**src/uart_fc_pkg.sv**
```systemverilog
// shared constants, types and decode functions for the serial flow-control and infrared block
package uart_fc_pkg;

  // ==========================================================================
  // register byte offsets
  localparam logic [7:0] ADR_EFR = 8'h00;
  localparam logic [7:0] ADR_IER = 8'h04;
  localparam logic [7:0] ADR_ISR = 8'h08;
  localparam logic [7:0] ADR_MCR = 8'h0c;
  localparam logic [7:0] ADR_LCR = 8'h10;
  localparam logic [7:0] ADR_RES1 = 8'h14;
  localparam logic [7:0] ADR_RES2 = 8'h18;
  localparam logic [7:0] ADR_STP1 = 8'h1c;
  localparam logic [7:0] ADR_STP2 = 8'h20;
  localparam logic [7:0] ADR_TRIG = 8'h24;
  localparam logic [7:0] ADR_STATUS = 8'h28;

  // ==========================================================================
  // reset values and timing counts
  localparam logic [7:0] CHAR_RESET = 8'h00;
  localparam logic [7:0] REG_RESET = 8'h00;
  localparam logic [3:0] IR_PULSE_TICKS = 4'h3;
  localparam logic [4:0] TICKS_PER_BIT = 5'h10;
  // start + stop + shortest word; the two-character wait is this plus the word-length field, times 32 ticks
  localparam logic [3:0] FRAME_BASE_BITS = 4'h7;
  localparam logic [4:0] TWO_CHAR_TICK_PAD = 5'h00;

  // ==========================================================================
  // bit positions
  localparam int EFR_AUTO_CTS = 7;
  localparam int EFR_AUTO_RTS = 6;
  localparam int EFR_SPECIAL = 5;
  localparam int EFR_ENH = 4;
  localparam int IER_CTS = 7;
  localparam int IER_STOP = 5;
  localparam int ISR_CTS = 5;
  localparam int ISR_STOP = 4;
  localparam int MCR_IR = 6;
  localparam int MCR_IR_INV = 2;
  localparam int MCR_RTS = 1;

  // software flow-control character modes (efr[1:0] receive, efr[3:2] send)
  localparam logic [1:0] FC_OFF = 2'h0;
  localparam logic [1:0] FC_FIRST = 2'h1;
  localparam logic [1:0] FC_SECOND = 2'h2;
  localparam logic [1:0] FC_DOUBLE = 2'h3;

  // ==========================================================================
  // types
  typedef enum logic [2:0] {
    TX_IDLE = 3'b000,
    TX_WAIT = 3'b001,
    TX_STOP1 = 3'b010,
    TX_STOP2 = 3'b011,
    TX_HELD = 3'b100,
    TX_RES1 = 3'b101,
    TX_RES2 = 3'b110
  } fc_tx_t;

  typedef struct packed {
    logic valid;
    logic [7:0] data;
  } char_t;

  typedef struct packed {
    logic cyc;
    logic stb;
    logic we;
    logic [7:0] adr;
    logic [3:0] sel;
    logic [31:0] dat;
  } wb_req_t;

  typedef struct packed {
    logic ack;
    logic [31:0] dat;
  } wb_rsp_t;

  typedef struct packed {
    logic ack;
    logic [31:0] rdat;
    logic [7:0] enhanced_feature_reg;
    logic [7:0] interrupt_enable_reg;
    logic [7:0] interrupt_status_reg;
    logic [7:0] modem_control_reg;
    logic [7:0] line_control_reg;
    logic [7:0] res1;
    logic [7:0] res2;
    logic [7:0] stp1;
    logic [7:0] stp2;
    logic [1:0] trig;
    logic cts_meta;
    logic cts_sync;
    logic cts_prev;
    logic rx_meta;
    logic rx_sync;
    logic rts_on;
    logic rts_n;
    logic sw_susp;
    logic pair_stop;
    logic pair_res;
    char_t held;
    char_t carry;
    char_t fifo;
    fc_tx_t fc_state;
    logic [8:0] fc_cnt;
    char_t fc_out;
    logic tx_pin;
    logic tx_prev;
    logic [3:0] ir_phase;
    logic [4:0] ir_rx_cnt;
    logic rx_out;
    logic irq;
  } state_t;

  // ==========================================================================
  // decode functions
  function automatic logic [7:0] char_mask(input logic [1:0] wl);
    case (wl)
      2'h0: char_mask = 8'h1f;
      2'h1: char_mask = 8'h3f;
      2'h2: char_mask = 8'h7f;
      default: char_mask = 8'hff;
    endcase
  endfunction : char_mask

  function automatic logic char_eq(input logic [7:0] a, input logic [7:0] b,
                                   input logic [1:0] wl);
    char_eq = ((a ^ b) & char_mask(wl)) == 8'h00;
  endfunction : char_eq

  function automatic logic [4:0] trig_hi(input logic [1:0] sel);
    case (sel)
      2'h0: trig_hi = 5'h01;
      2'h1: trig_hi = 5'h04;
      2'h2: trig_hi = 5'h08;
      default: trig_hi = 5'h0e;
    endcase
  endfunction : trig_hi

  function automatic logic [4:0] rts_off(input logic [1:0] sel);
    case (sel)
      2'h0: rts_off = 5'h04;
      2'h1: rts_off = 5'h08;
      default: rts_off = 5'h0e;
    endcase
  endfunction : rts_off

  function automatic logic [4:0] lvl_lo(input logic [1:0] sel);
    case (sel)
      2'h0: lvl_lo = 5'h00;
      2'h1: lvl_lo = 5'h01;
      2'h2: lvl_lo = 5'h04;
      default: lvl_lo = 5'h08;
    endcase
  endfunction : lvl_lo

endpackage : uart_fc_pkg

```
**src/uart_flow_ir.sv**
```systemverilog
// serial-port flow control, special character detect and infrared codec for one channel
`timescale 1ns/1ps
module uart_flow_ir (
  // clock and reset
  input wire logic clk_i,
  input wire logic rst_i,
  // register bus
  input wire uart_fc_pkg::wb_req_t wb_i,
  output uart_fc_pkg::wb_rsp_t wb_o,
  // modem handshake pins
  input wire logic cts_n_i,
  output logic rts_n_o,
  // serial pins
  input wire logic rx_pin_i,
  output logic tx_o,
  // baud generator, 16 ticks per bit
  input wire logic baud_tick_i,
  // transmitter side
  input wire logic tx_serial_i,
  output logic tx_hold_o,
  output logic fc_tx_valid_o,
  output logic [7:0] fc_tx_data_o,
  input wire logic fc_tx_ready_i,
  // receiver side
  output logic rx_serial_o,
  input wire logic rx_valid_i,
  input wire logic [7:0] rx_data_i,
  output logic fifo_wr_o,
  output logic [7:0] fifo_data_o,
  input wire logic [4:0] rx_level_i,
  // interrupt
  output logic irq_o
);

  // ==========================================================================
  // state
  uart_fc_pkg::state_t st;
  uart_fc_pkg::state_t next_st;

  always_comb begin : next_calc
    logic [7:0] c;
    logic [7:0] rd;
    logic stop_hit;
    logic res_hit;
    logic pair_start;
    logic consumed;
    logic [3:0] frame_bits;
    logic [8:0] wait_len;
    logic raw;
    logic [1:0] wl;
    logic [1:0] smode;
    next_st = st;
    c = rx_data_i;
    rd = 8'h00;
    stop_hit = 1'b0;
    res_hit = 1'b0;
    pair_start = 1'b0;
    consumed = 1'b0;
    wl = st.line_control_reg[1:0];
    smode = st.enhanced_feature_reg[3:2];
    frame_bits = uart_fc_pkg::FRAME_BASE_BITS + {2'h0, wl};
    wait_len = {frame_bits, uart_fc_pkg::TWO_CHAR_TICK_PAD};
    raw = st.rx_sync ^ st.modem_control_reg[uart_fc_pkg::MCR_IR_INV];

    // ========================================================================
    // bus slave: data latched on the request edge, writes land at the ack edge
    next_st.ack = wb_i.cyc & wb_i.stb & ~st.ack;
    if (wb_i.cyc & wb_i.stb & ~st.ack) begin
      case (wb_i.adr)
        uart_fc_pkg::ADR_EFR: rd = st.enhanced_feature_reg;
        uart_fc_pkg::ADR_IER: rd = st.interrupt_enable_reg;
        uart_fc_pkg::ADR_ISR: rd = st.interrupt_status_reg;
        uart_fc_pkg::ADR_MCR: rd = st.modem_control_reg;
        uart_fc_pkg::ADR_LCR: rd = st.line_control_reg;
        uart_fc_pkg::ADR_RES1: rd = st.res1;
        uart_fc_pkg::ADR_RES2: rd = st.res2;
        uart_fc_pkg::ADR_STP1: rd = st.stp1;
        uart_fc_pkg::ADR_STP2: rd = st.stp2;
        uart_fc_pkg::ADR_TRIG: rd = {6'h00, st.trig};
        uart_fc_pkg::ADR_STATUS: rd = {2'h0, st.fc_state, st.rts_on, st.sw_susp, st.cts_sync};
        default: rd = 8'h00;
      endcase
      next_st.rdat = {24'h000000, rd};
      // reading status drops the clear-to-send event; a new edge below still wins
      if (~wb_i.we && wb_i.adr == uart_fc_pkg::ADR_ISR) begin
        next_st.interrupt_status_reg[uart_fc_pkg::ISR_CTS] = 1'b0;
      end
    end
    if (wb_i.cyc & wb_i.stb & wb_i.we & st.ack & wb_i.sel[0]) begin
      case (wb_i.adr)
        uart_fc_pkg::ADR_EFR: next_st.enhanced_feature_reg = wb_i.dat[7:0];
        uart_fc_pkg::ADR_IER: begin
          next_st.interrupt_enable_reg[6:0] = wb_i.dat[6:0];
          if (st.enhanced_feature_reg[uart_fc_pkg::EFR_ENH]) begin
            next_st.interrupt_enable_reg[7] = wb_i.dat[7];
          end
        end
        uart_fc_pkg::ADR_MCR: next_st.modem_control_reg = wb_i.dat[7:0];
        uart_fc_pkg::ADR_LCR: next_st.line_control_reg = wb_i.dat[7:0];
        uart_fc_pkg::ADR_RES1: next_st.res1 = wb_i.dat[7:0];
        uart_fc_pkg::ADR_RES2: next_st.res2 = wb_i.dat[7:0];
        uart_fc_pkg::ADR_STP1: next_st.stp1 = wb_i.dat[7:0];
        uart_fc_pkg::ADR_STP2: next_st.stp2 = wb_i.dat[7:0];
        uart_fc_pkg::ADR_TRIG: next_st.trig = wb_i.dat[1:0];
        default: ;
      endcase
    end

    // ========================================================================
    // pin synchronisers
    next_st.cts_meta = cts_n_i;
    next_st.cts_sync = st.cts_meta;
    next_st.cts_prev = st.cts_sync;
    next_st.rx_meta = rx_pin_i;
    next_st.rx_sync = st.rx_meta;
    if (~st.cts_prev & st.cts_sync & st.interrupt_enable_reg[uart_fc_pkg::IER_CTS]) begin
      next_st.interrupt_status_reg[uart_fc_pkg::ISR_CTS] = 1'b1;
    end

    // ========================================================================
    // receive character matching
    next_st.fifo.valid = 1'b0;
    if (st.carry.valid) begin
      next_st.fifo = st.carry;
      next_st.carry.valid = 1'b0;
    end
    if (rx_valid_i) begin
      case (st.enhanced_feature_reg[1:0])
        uart_fc_pkg::FC_FIRST: begin
          stop_hit = uart_fc_pkg::char_eq(c, st.stp1, wl);
          res_hit = st.sw_susp & uart_fc_pkg::char_eq(c, st.res1, wl);
        end
        uart_fc_pkg::FC_SECOND: begin
          stop_hit = uart_fc_pkg::char_eq(c, st.stp2, wl);
          res_hit = st.sw_susp & uart_fc_pkg::char_eq(c, st.res2, wl);
        end
        uart_fc_pkg::FC_DOUBLE: begin
          if (st.pair_stop & uart_fc_pkg::char_eq(c, st.stp2, wl)) begin
            stop_hit = 1'b1;
          end else if (st.pair_res & uart_fc_pkg::char_eq(c, st.res2, wl)) begin
            res_hit = 1'b1;
          end else if (uart_fc_pkg::char_eq(c, st.stp1, wl) |
                       (st.sw_susp & uart_fc_pkg::char_eq(c, st.res1, wl))) begin
            pair_start = 1'b1;
          end
        end
        default: ;
      endcase
      consumed = stop_hit | res_hit | pair_start;
      next_st.pair_stop = pair_start & uart_fc_pkg::char_eq(c, st.stp1, wl);
      next_st.pair_res = pair_start & st.sw_susp & uart_fc_pkg::char_eq(c, st.res1, wl);
      next_st.held.valid = pair_start;
      next_st.held.data = c;
      // a broken pair gives its first character back; the new one follows a cycle later unless it starts a pair of its own
      if (st.held.valid & ~stop_hit & ~res_hit) begin
        next_st.fifo = st.held;
        if (~consumed) begin
          next_st.carry = '{valid: 1'b1, data: c};
        end
      end else if (~consumed) begin
        next_st.fifo = '{valid: 1'b1, data: c};
      end
      if (res_hit) begin
        next_st.sw_susp = 1'b0;
        next_st.interrupt_status_reg[uart_fc_pkg::ISR_STOP] = 1'b0;
      end
      if (stop_hit) begin
        next_st.sw_susp = 1'b1;
        if (st.interrupt_enable_reg[uart_fc_pkg::IER_STOP]) begin
          next_st.interrupt_status_reg[uart_fc_pkg::ISR_STOP] = 1'b1;
        end
      end
      if (st.enhanced_feature_reg[uart_fc_pkg::EFR_SPECIAL] & ~consumed &
          uart_fc_pkg::char_eq(c, st.stp2, wl)) begin
        next_st.interrupt_status_reg[uart_fc_pkg::ISR_STOP] = 1'b1;
      end
    end

    // ========================================================================
    // auto request-to-send with hysteresis
    if (rx_level_i >= uart_fc_pkg::rts_off(st.trig)) begin
      next_st.rts_on = 1'b0;
    end else if (rx_level_i <= uart_fc_pkg::lvl_lo(st.trig)) begin
      next_st.rts_on = 1'b1;
    end
    next_st.rts_n = ~(st.modem_control_reg[uart_fc_pkg::MCR_RTS] &
                      (~st.enhanced_feature_reg[uart_fc_pkg::EFR_AUTO_RTS] | st.rts_on));

    // ========================================================================
    // automatic stop/resume character sender
    case (st.fc_state)
      uart_fc_pkg::TX_IDLE: begin
        if (smode != uart_fc_pkg::FC_OFF && rx_level_i >= uart_fc_pkg::trig_hi(st.trig)) begin
          next_st.fc_state = uart_fc_pkg::TX_WAIT;
          next_st.fc_cnt = 9'h000;
        end
      end
      uart_fc_pkg::TX_WAIT: begin
        if (baud_tick_i) begin
          next_st.fc_cnt = st.fc_cnt + 9'h001;
        end
        if (st.fc_cnt >= wait_len) begin
          next_st.fc_state = (smode == uart_fc_pkg::FC_SECOND) ?
                             uart_fc_pkg::TX_STOP2 : uart_fc_pkg::TX_STOP1;
        end
      end
      uart_fc_pkg::TX_STOP1, uart_fc_pkg::TX_STOP2,
      uart_fc_pkg::TX_RES1, uart_fc_pkg::TX_RES2: begin
        if (~st.fc_out.valid) begin
          next_st.fc_out.valid = 1'b1;
          case (st.fc_state)
            uart_fc_pkg::TX_STOP1: next_st.fc_out.data = st.stp1;
            uart_fc_pkg::TX_STOP2: next_st.fc_out.data = st.stp2;
            uart_fc_pkg::TX_RES1: next_st.fc_out.data = st.res1;
            default: next_st.fc_out.data = st.res2;
          endcase
        end else if (fc_tx_ready_i) begin
          next_st.fc_out.valid = 1'b0;
          case (st.fc_state)
            uart_fc_pkg::TX_STOP1: next_st.fc_state = (smode == uart_fc_pkg::FC_DOUBLE) ?
                                   uart_fc_pkg::TX_STOP2 : uart_fc_pkg::TX_HELD;
            uart_fc_pkg::TX_STOP2: next_st.fc_state = uart_fc_pkg::TX_HELD;
            uart_fc_pkg::TX_RES1: next_st.fc_state = (smode == uart_fc_pkg::FC_DOUBLE) ?
                                  uart_fc_pkg::TX_RES2 : uart_fc_pkg::TX_IDLE;
            default: next_st.fc_state = uart_fc_pkg::TX_IDLE;
          endcase
        end
      end
      uart_fc_pkg::TX_HELD: begin
        if (rx_level_i <= uart_fc_pkg::lvl_lo(st.trig)) begin
          next_st.fc_state = (smode == uart_fc_pkg::FC_SECOND) ?
                             uart_fc_pkg::TX_RES2 : uart_fc_pkg::TX_RES1;
        end
      end
      default: next_st.fc_state = uart_fc_pkg::TX_IDLE;
    endcase

    // ========================================================================
    // infrared encoder: phase restarts on every data edge, so each zero bit
    // gets its pulse even in a run of zeros once the phase wraps at 16 ticks
    next_st.tx_prev = tx_serial_i;
    if (tx_serial_i != st.tx_prev) begin
      next_st.ir_phase = 4'h0;
    end else if (baud_tick_i) begin
      next_st.ir_phase = st.ir_phase + 4'h1;
    end
    if (st.modem_control_reg[uart_fc_pkg::MCR_IR]) begin
      next_st.tx_pin = ~tx_serial_i &
                       (next_st.ir_phase < uart_fc_pkg::IR_PULSE_TICKS);
    end else begin
      next_st.tx_pin = tx_serial_i;
    end

    // ========================================================================
    // infrared decoder: stretch each pulse to one bit of high level
    if (raw) begin
      next_st.ir_rx_cnt = uart_fc_pkg::TICKS_PER_BIT;
    end else if (baud_tick_i && st.ir_rx_cnt != 5'h00) begin
      next_st.ir_rx_cnt = st.ir_rx_cnt - 5'h01;
    end
    if (st.modem_control_reg[uart_fc_pkg::MCR_IR]) begin
      next_st.rx_out = raw | (st.ir_rx_cnt != 5'h00);
    end else begin
      next_st.rx_out = st.rx_sync;
    end

    next_st.irq = (st.interrupt_status_reg[uart_fc_pkg::ISR_CTS] & st.interrupt_enable_reg[uart_fc_pkg::IER_CTS]) |
                  (st.interrupt_status_reg[uart_fc_pkg::ISR_STOP] & st.interrupt_enable_reg[uart_fc_pkg::IER_STOP]);

    if (rst_i) begin
      next_st = '0;
      next_st.enhanced_feature_reg = uart_fc_pkg::REG_RESET;
      next_st.res1 = uart_fc_pkg::CHAR_RESET;
      next_st.res2 = uart_fc_pkg::CHAR_RESET;
      next_st.stp1 = uart_fc_pkg::CHAR_RESET;
      next_st.stp2 = uart_fc_pkg::CHAR_RESET;
      next_st.fc_state = uart_fc_pkg::TX_IDLE;
      next_st.rts_on = 1'b1;
      next_st.rts_n = 1'b1;
      next_st.rx_out = 1'b1;
      // the serial line idles high, so a zero here would fake a data edge after reset
      next_st.tx_prev = 1'b1;
    end
  end

  always_ff @(posedge clk_i) begin
    st <= next_st;
  end

  // ==========================================================================
  // outputs
  assign wb_o = '{ack: st.ack, dat: st.rdat};
  assign rts_n_o = st.rts_n;
  assign tx_o = st.tx_pin;
  // the transmitter only samples this between characters, so a frame in flight finishes
  assign tx_hold_o = (st.enhanced_feature_reg[uart_fc_pkg::EFR_AUTO_CTS] & st.cts_sync) |
                     st.sw_susp;
  assign fc_tx_valid_o = st.fc_out.valid;
  assign fc_tx_data_o = st.fc_out.data;
  assign rx_serial_o = st.rx_out;
  assign fifo_wr_o = st.fifo.valid;
  assign fifo_data_o = st.fifo.data;
  assign irq_o = st.irq;

  logic stop1_hit;
  logic res1_hit;
  assign stop1_hit = rx_valid_i && st.enhanced_feature_reg[1:0] == uart_fc_pkg::FC_FIRST && !st.held.valid &&
                     uart_fc_pkg::char_eq(rx_data_i, st.stp1, st.line_control_reg[1:0]);
  assign res1_hit = rx_valid_i && st.enhanced_feature_reg[1:0] == uart_fc_pkg::FC_FIRST && !st.held.valid &&
                    st.sw_susp && !uart_fc_pkg::char_eq(rx_data_i, st.stp1, st.line_control_reg[1:0]) &&
                    uart_fc_pkg::char_eq(rx_data_i, st.res1, st.line_control_reg[1:0]);
endmodule : uart_flow_ir

```
**config.mk**
```make
export PLATFORM = sky130hd
export DESIGN_NAME = uart_flow_ir
export DESIGN_NICKNAME = d
export VERILOG_FILES = /design/src/uart_fc_pkg.sv /design/src/uart_flow_ir.sv
export SDC_FILE = /design/constraint.sdc
export NUM_CORES = 1
export LEC_CHECK = 0
export BUFFER_PORTS_ARGS = -buffer_cell sky130_fd_sc_hd__buf_4
export CORE_MARGIN = 4
export CORE_UTILIZATION = 30
export CTS_CLUSTER_DIAMETER = 100
export DETAILED_ROUTE_END_ITERATION = 8
export MAX_ROUTING_LAYER = met4
export PLACE_DENSITY = 0.55
export SLEW_MARGIN = 20
export SYNTH_ARGS = -nofsm -noshare
export SYNTH_HDL_FRONTEND = slang
export SYNTH_SLANG_ARGS = --single-unit
```
**constraint.sdc**
```tcl
create_clock -name clk_i -period 3.5 [get_ports clk_i]
set_input_delay 0.7 -clock clk_i [delete_from_list [all_inputs] [get_ports clk_i]]
set_output_delay 0.7 -clock clk_i [all_outputs]
set_load 0.01 [all_outputs]
```
==> impl_summary.log <==
INFO  metric status = finished, final reports clean
INFO  metric mostFrequentLayoutCell = dfxtp_1
INFO  metric fin_nets = 1106
INFO  metric drt_iter0_drc = 709
INFO  metric synth_largest_area_cell = dfxtp_1
INFO  metric floorplan.core_area = 0.0270 sq mm
INFO  metric clkSinkCount = 148
INFO  metric design.portCount = 124
INFO  metric yosys-mux-area-fraction = 2.38%
INFO  metric die_area = 0.0301 sq mm
INFO  metric layout_common_cells = dfxtp_1 (148), a21oi_1 (131), nand2_1 (121), buf_4 (92), nand3_1 (82)
INFO  metric detail_route.drc_violations = 0
INFO  metric maxSlewHeadroom = 31.4%
INFO  metric grt_overflow_total = 0
INFO  metric final_min_period_over_clock_period = 91.7%
INFO  metric path_clk_slew = 0.06 ns
INFO  metric cp_max_fo = 16
INFO  metric whs = 0.436 ns
INFO  metric std_cell_rows = 60
INFO  metric predominant_post_synthesis_flop_cell = dfxtp_1
INFO  metric cts_root_buffer = clkbuf_16
INFO  metric ir_drop = 0.331 mV
INFO  metric postRouteAntennaNets = 0
INFO  metric vias = 7184
INFO  metric ys_seq_elements = 148
INFO  metric global_route.usage.total = 16.9%
INFO  metric synth_enable_flop_cells = 0
INFO  metric worst_ep_required_time = 3.81 ns
INFO  metric cts_resized = 0
INFO  metric post-route-util = 34.7%
INFO  metric synthesis.area = 0.00822 sq mm
INFO  metric p_seq_share = 42.9%
INFO  metric dpl.hpwl = 18.0 mm
INFO  metric timing.hold.worst.start = st[67]
INFO  metric worst_skew_pair.late_latency = 0.43 ns
INFO  metric intPower = 3110 uW
INFO  metric timing.hold.worst.class = register to register
INFO  metric setup_violations_final = 0
INFO  metric yosys.area_share.adder = 3.50%
INFO  metric cts_buffers = 17
INFO  metric cellLeakagePower = 0.00336 uW
INFO  metric critPathCaptureType = register
INFO  metric post-route-min-period = 3.21 ns
INFO  metric crit_start = next_calc.wl[0]
INFO  metric die_height = 173 um
INFO  metric antenna-diode-count = 0
INFO  metric startpoint_type = register
INFO  metric critical_path.reg2reg.startpoint = next_calc.wl[0]
INFO  metric wl_per_cell = 18.1 um
INFO  metric gp_congestion = 0.894
INFO  metric post_synth_main_area_contributors = dfxtp_1 (36%), a21oi_1 (8.0%), nand2_1 (5.5%)
INFO  metric power_density = 439 mW/mm^2
INFO  metric routed_via_density = 5.25
INFO  metric synth_top_family_by_area = compound AO/OA/AOI/OAI gates
INFO  metric synthesis.area_per_instance = 8.20 sq um
INFO  metric yosysWarnings = 0
INFO  metric area_delta_synth_final = 13.8%
INFO  metric cts.htree.levels = 4
INFO  metric synth_simple_gate_area_share = 19.4%
INFO  metric synth-async-reset-ratio = 0%
INFO  metric port_buffers = 72
INFO  metric worstMarginPinSlew = 1.03 ns
INFO  metric global_route_wire_length_before_repair = 39.3 mm
INFO  metric synth_sequential_area_ratio = 36.1%
INFO  metric max_cap_violations = 0
INFO  metric timing.final.max_slew_violations = 0
INFO  metric hold_violations = 0
INFO  metric clock_tree.buffer_depth = 2
INFO  metric antenna_found_initial = 0
INFO  metric worst_clock_skew = 0.0183 ns
INFO  metric power.switching_fraction = 24.1%
INFO  metric dr.pass1.iters = 5
INFO  metric grt_setup_unrepaired = false
INFO  metric first_global_vias = 6757
INFO  metric count_of_unique_library_cells_instantiated_by_yosys = 72
INFO  metric synth-compound-area-share = 23.0%
INFO  metric timing.setup.critical_path_class = register to register
INFO  metric tritoncts_clock_tree = yes
INFO  metric power_frac_comb = 8.9%
INFO  metric critPathArrivalTime = 3.52 ns
INFO  metric cts_hold_bufs = 0
INFO  metric dieWidth = 173 um
INFO  metric grt_start_max_net_pins = 89
INFO  metric synth_xor_area_share = 5.57%
INFO  metric clock_power_share = 48.2%
INFO  metric maxClockFrequency = 312 MHz
INFO  metric routed_wl = 24.8 mm
INFO  metric netlist.area_leader.share = 36.1%
INFO  metric post_route_cells_drive_above_1_share = 14.9%
INFO  metric power.net_switching = 989 uW
INFO  metric tns = 0 ns
INFO  metric floorplan.initialDensity = 30.5%
INFO  metric synthCells = 1002
-- cells in the mapped netlist (3+ instances only) --
cell type  count
buf_4         50
and3_1         5
or4_1          7
o22ai_1        5
dfxtp_1      148
xnor2_1       17
mux2_2         4
or3_1          6
ha_1          23
nor3_1         8
nand2_1      121
xnor2_4        4
nand3b_1       4
or2_2          4
o31ai_1        3
a31o_1         8
a211oi_1      12
nand4_1        8
nand3_1       82
o221a_1        5
a21o_1         4
a22o_1         3
a2bb2oi_1      4
inv_1         29
a21oi_1      131
mux2i_1       15
clkbuf_1      59
nor2b_1       11
o41ai_1        3
a221oi_1       9
o211ai_1       6
buf_6          9
a31oi_1        3
o21ai_0       16
xor2_1        19
nor2_1        63
nand2b_1       5
a22oi_1       46
-- worst max-delay path, cell delays in order (launching register included) --
cell	delay (ns)
dfxtp_1	0.40
inv_1	0.13
ha_1	0.27
nor2_1	0.26
o2111ai_2	0.20
o31ai_2	0.23
o211ai_2	0.19
nor4_4	0.80
nand2_1	0.30
o221a_1	0.30
-- logic make-up (layout without fill, tap and decap cells) --
family | after synthesis | after routing
and+or+nand+nor | 335 | 335
DFF | 148 | 148
adders and majority gates | 23 | 23
xor gates and xnor gates | 42 | 42
other | 1 | 24
AOI/OAI and AO/OA | 284 | 284
muxes | 19 | 19
buffers and inverters | 150 | 153
-- path summary, 6_finish.rpt --
path                    end  slack, ns  cells after the start
max          fifo_data_o[6]       0.29                      9
min                  st[66]       0.44                      1
max reg2reg  fifo_data_o[6]       0.29                      9
min reg2reg          st[66]       0.44                      1
-- final cells by class --
cell class | count | area, sq um
Fill cell | 2837 | 17600
Multi-Input combinational cell | 727 | 4530
Sequential cell | 148 | 2960
Timing Repair Buffer | 92 | 691
Clock buffer | 20 | 457
Tap cell | 341 | 427
Clock inverter | 12 | 176
Inverter | 29 | 109
-- registers in the layout, indices dropped and copies added (netlist names) --
| name | cells |
|---|---|
| rts_n_o | 1 |
| fc_tx_valid_o | 1 |
| fc_tx_data_o | 8 |
| irq_o | 1 |
| next_calc.wl | 2 |
| st | 113 |
| next_calc.smode | 2 |
| tx_o | 1 |
| wb_o | 9 |
| fifo_data_o | 8 |
| rx_serial_o | 1 |
| fifo_wr_o | 1 |
-- timing repair --
action	4_1_cts	5_1_grt
setup buffers	0	0
endpoints found under the hold margin	0	0
setup endpoints to repair	0	4
-- metal layers --
metal	track usage [%]	share of wire (%)
met5	-	0
met3	3.62	5.9
met4	5.32	2.1
met1	22.0	46
met2	26.3	46
-- power groups by stage --
stage	registers (uW)	clock network (uW)	logic, uW
after floorplan	1790	0	296
after global placement	1790	0	361
after detailed placement	1800	0	367
after CTS	1760	2010	369
after global routing	1760	2090	410
final	1760	1980	366
-- per-stage QoR --
step	setup slack (ns)	cells	power [uW]	area (sq um)
after floorplan	0.818	1025	2080	8300
after global placement	0.277	1337	2160	8720
after detailed placement	0.254	1337	2160	8720
after CTS	0.258	1369	4140	9350
after global routing	0.00921	1369	4270	9350
final	0.292	1369	4100	9350
Note: power is estimated with default switching activity, not from simulation.
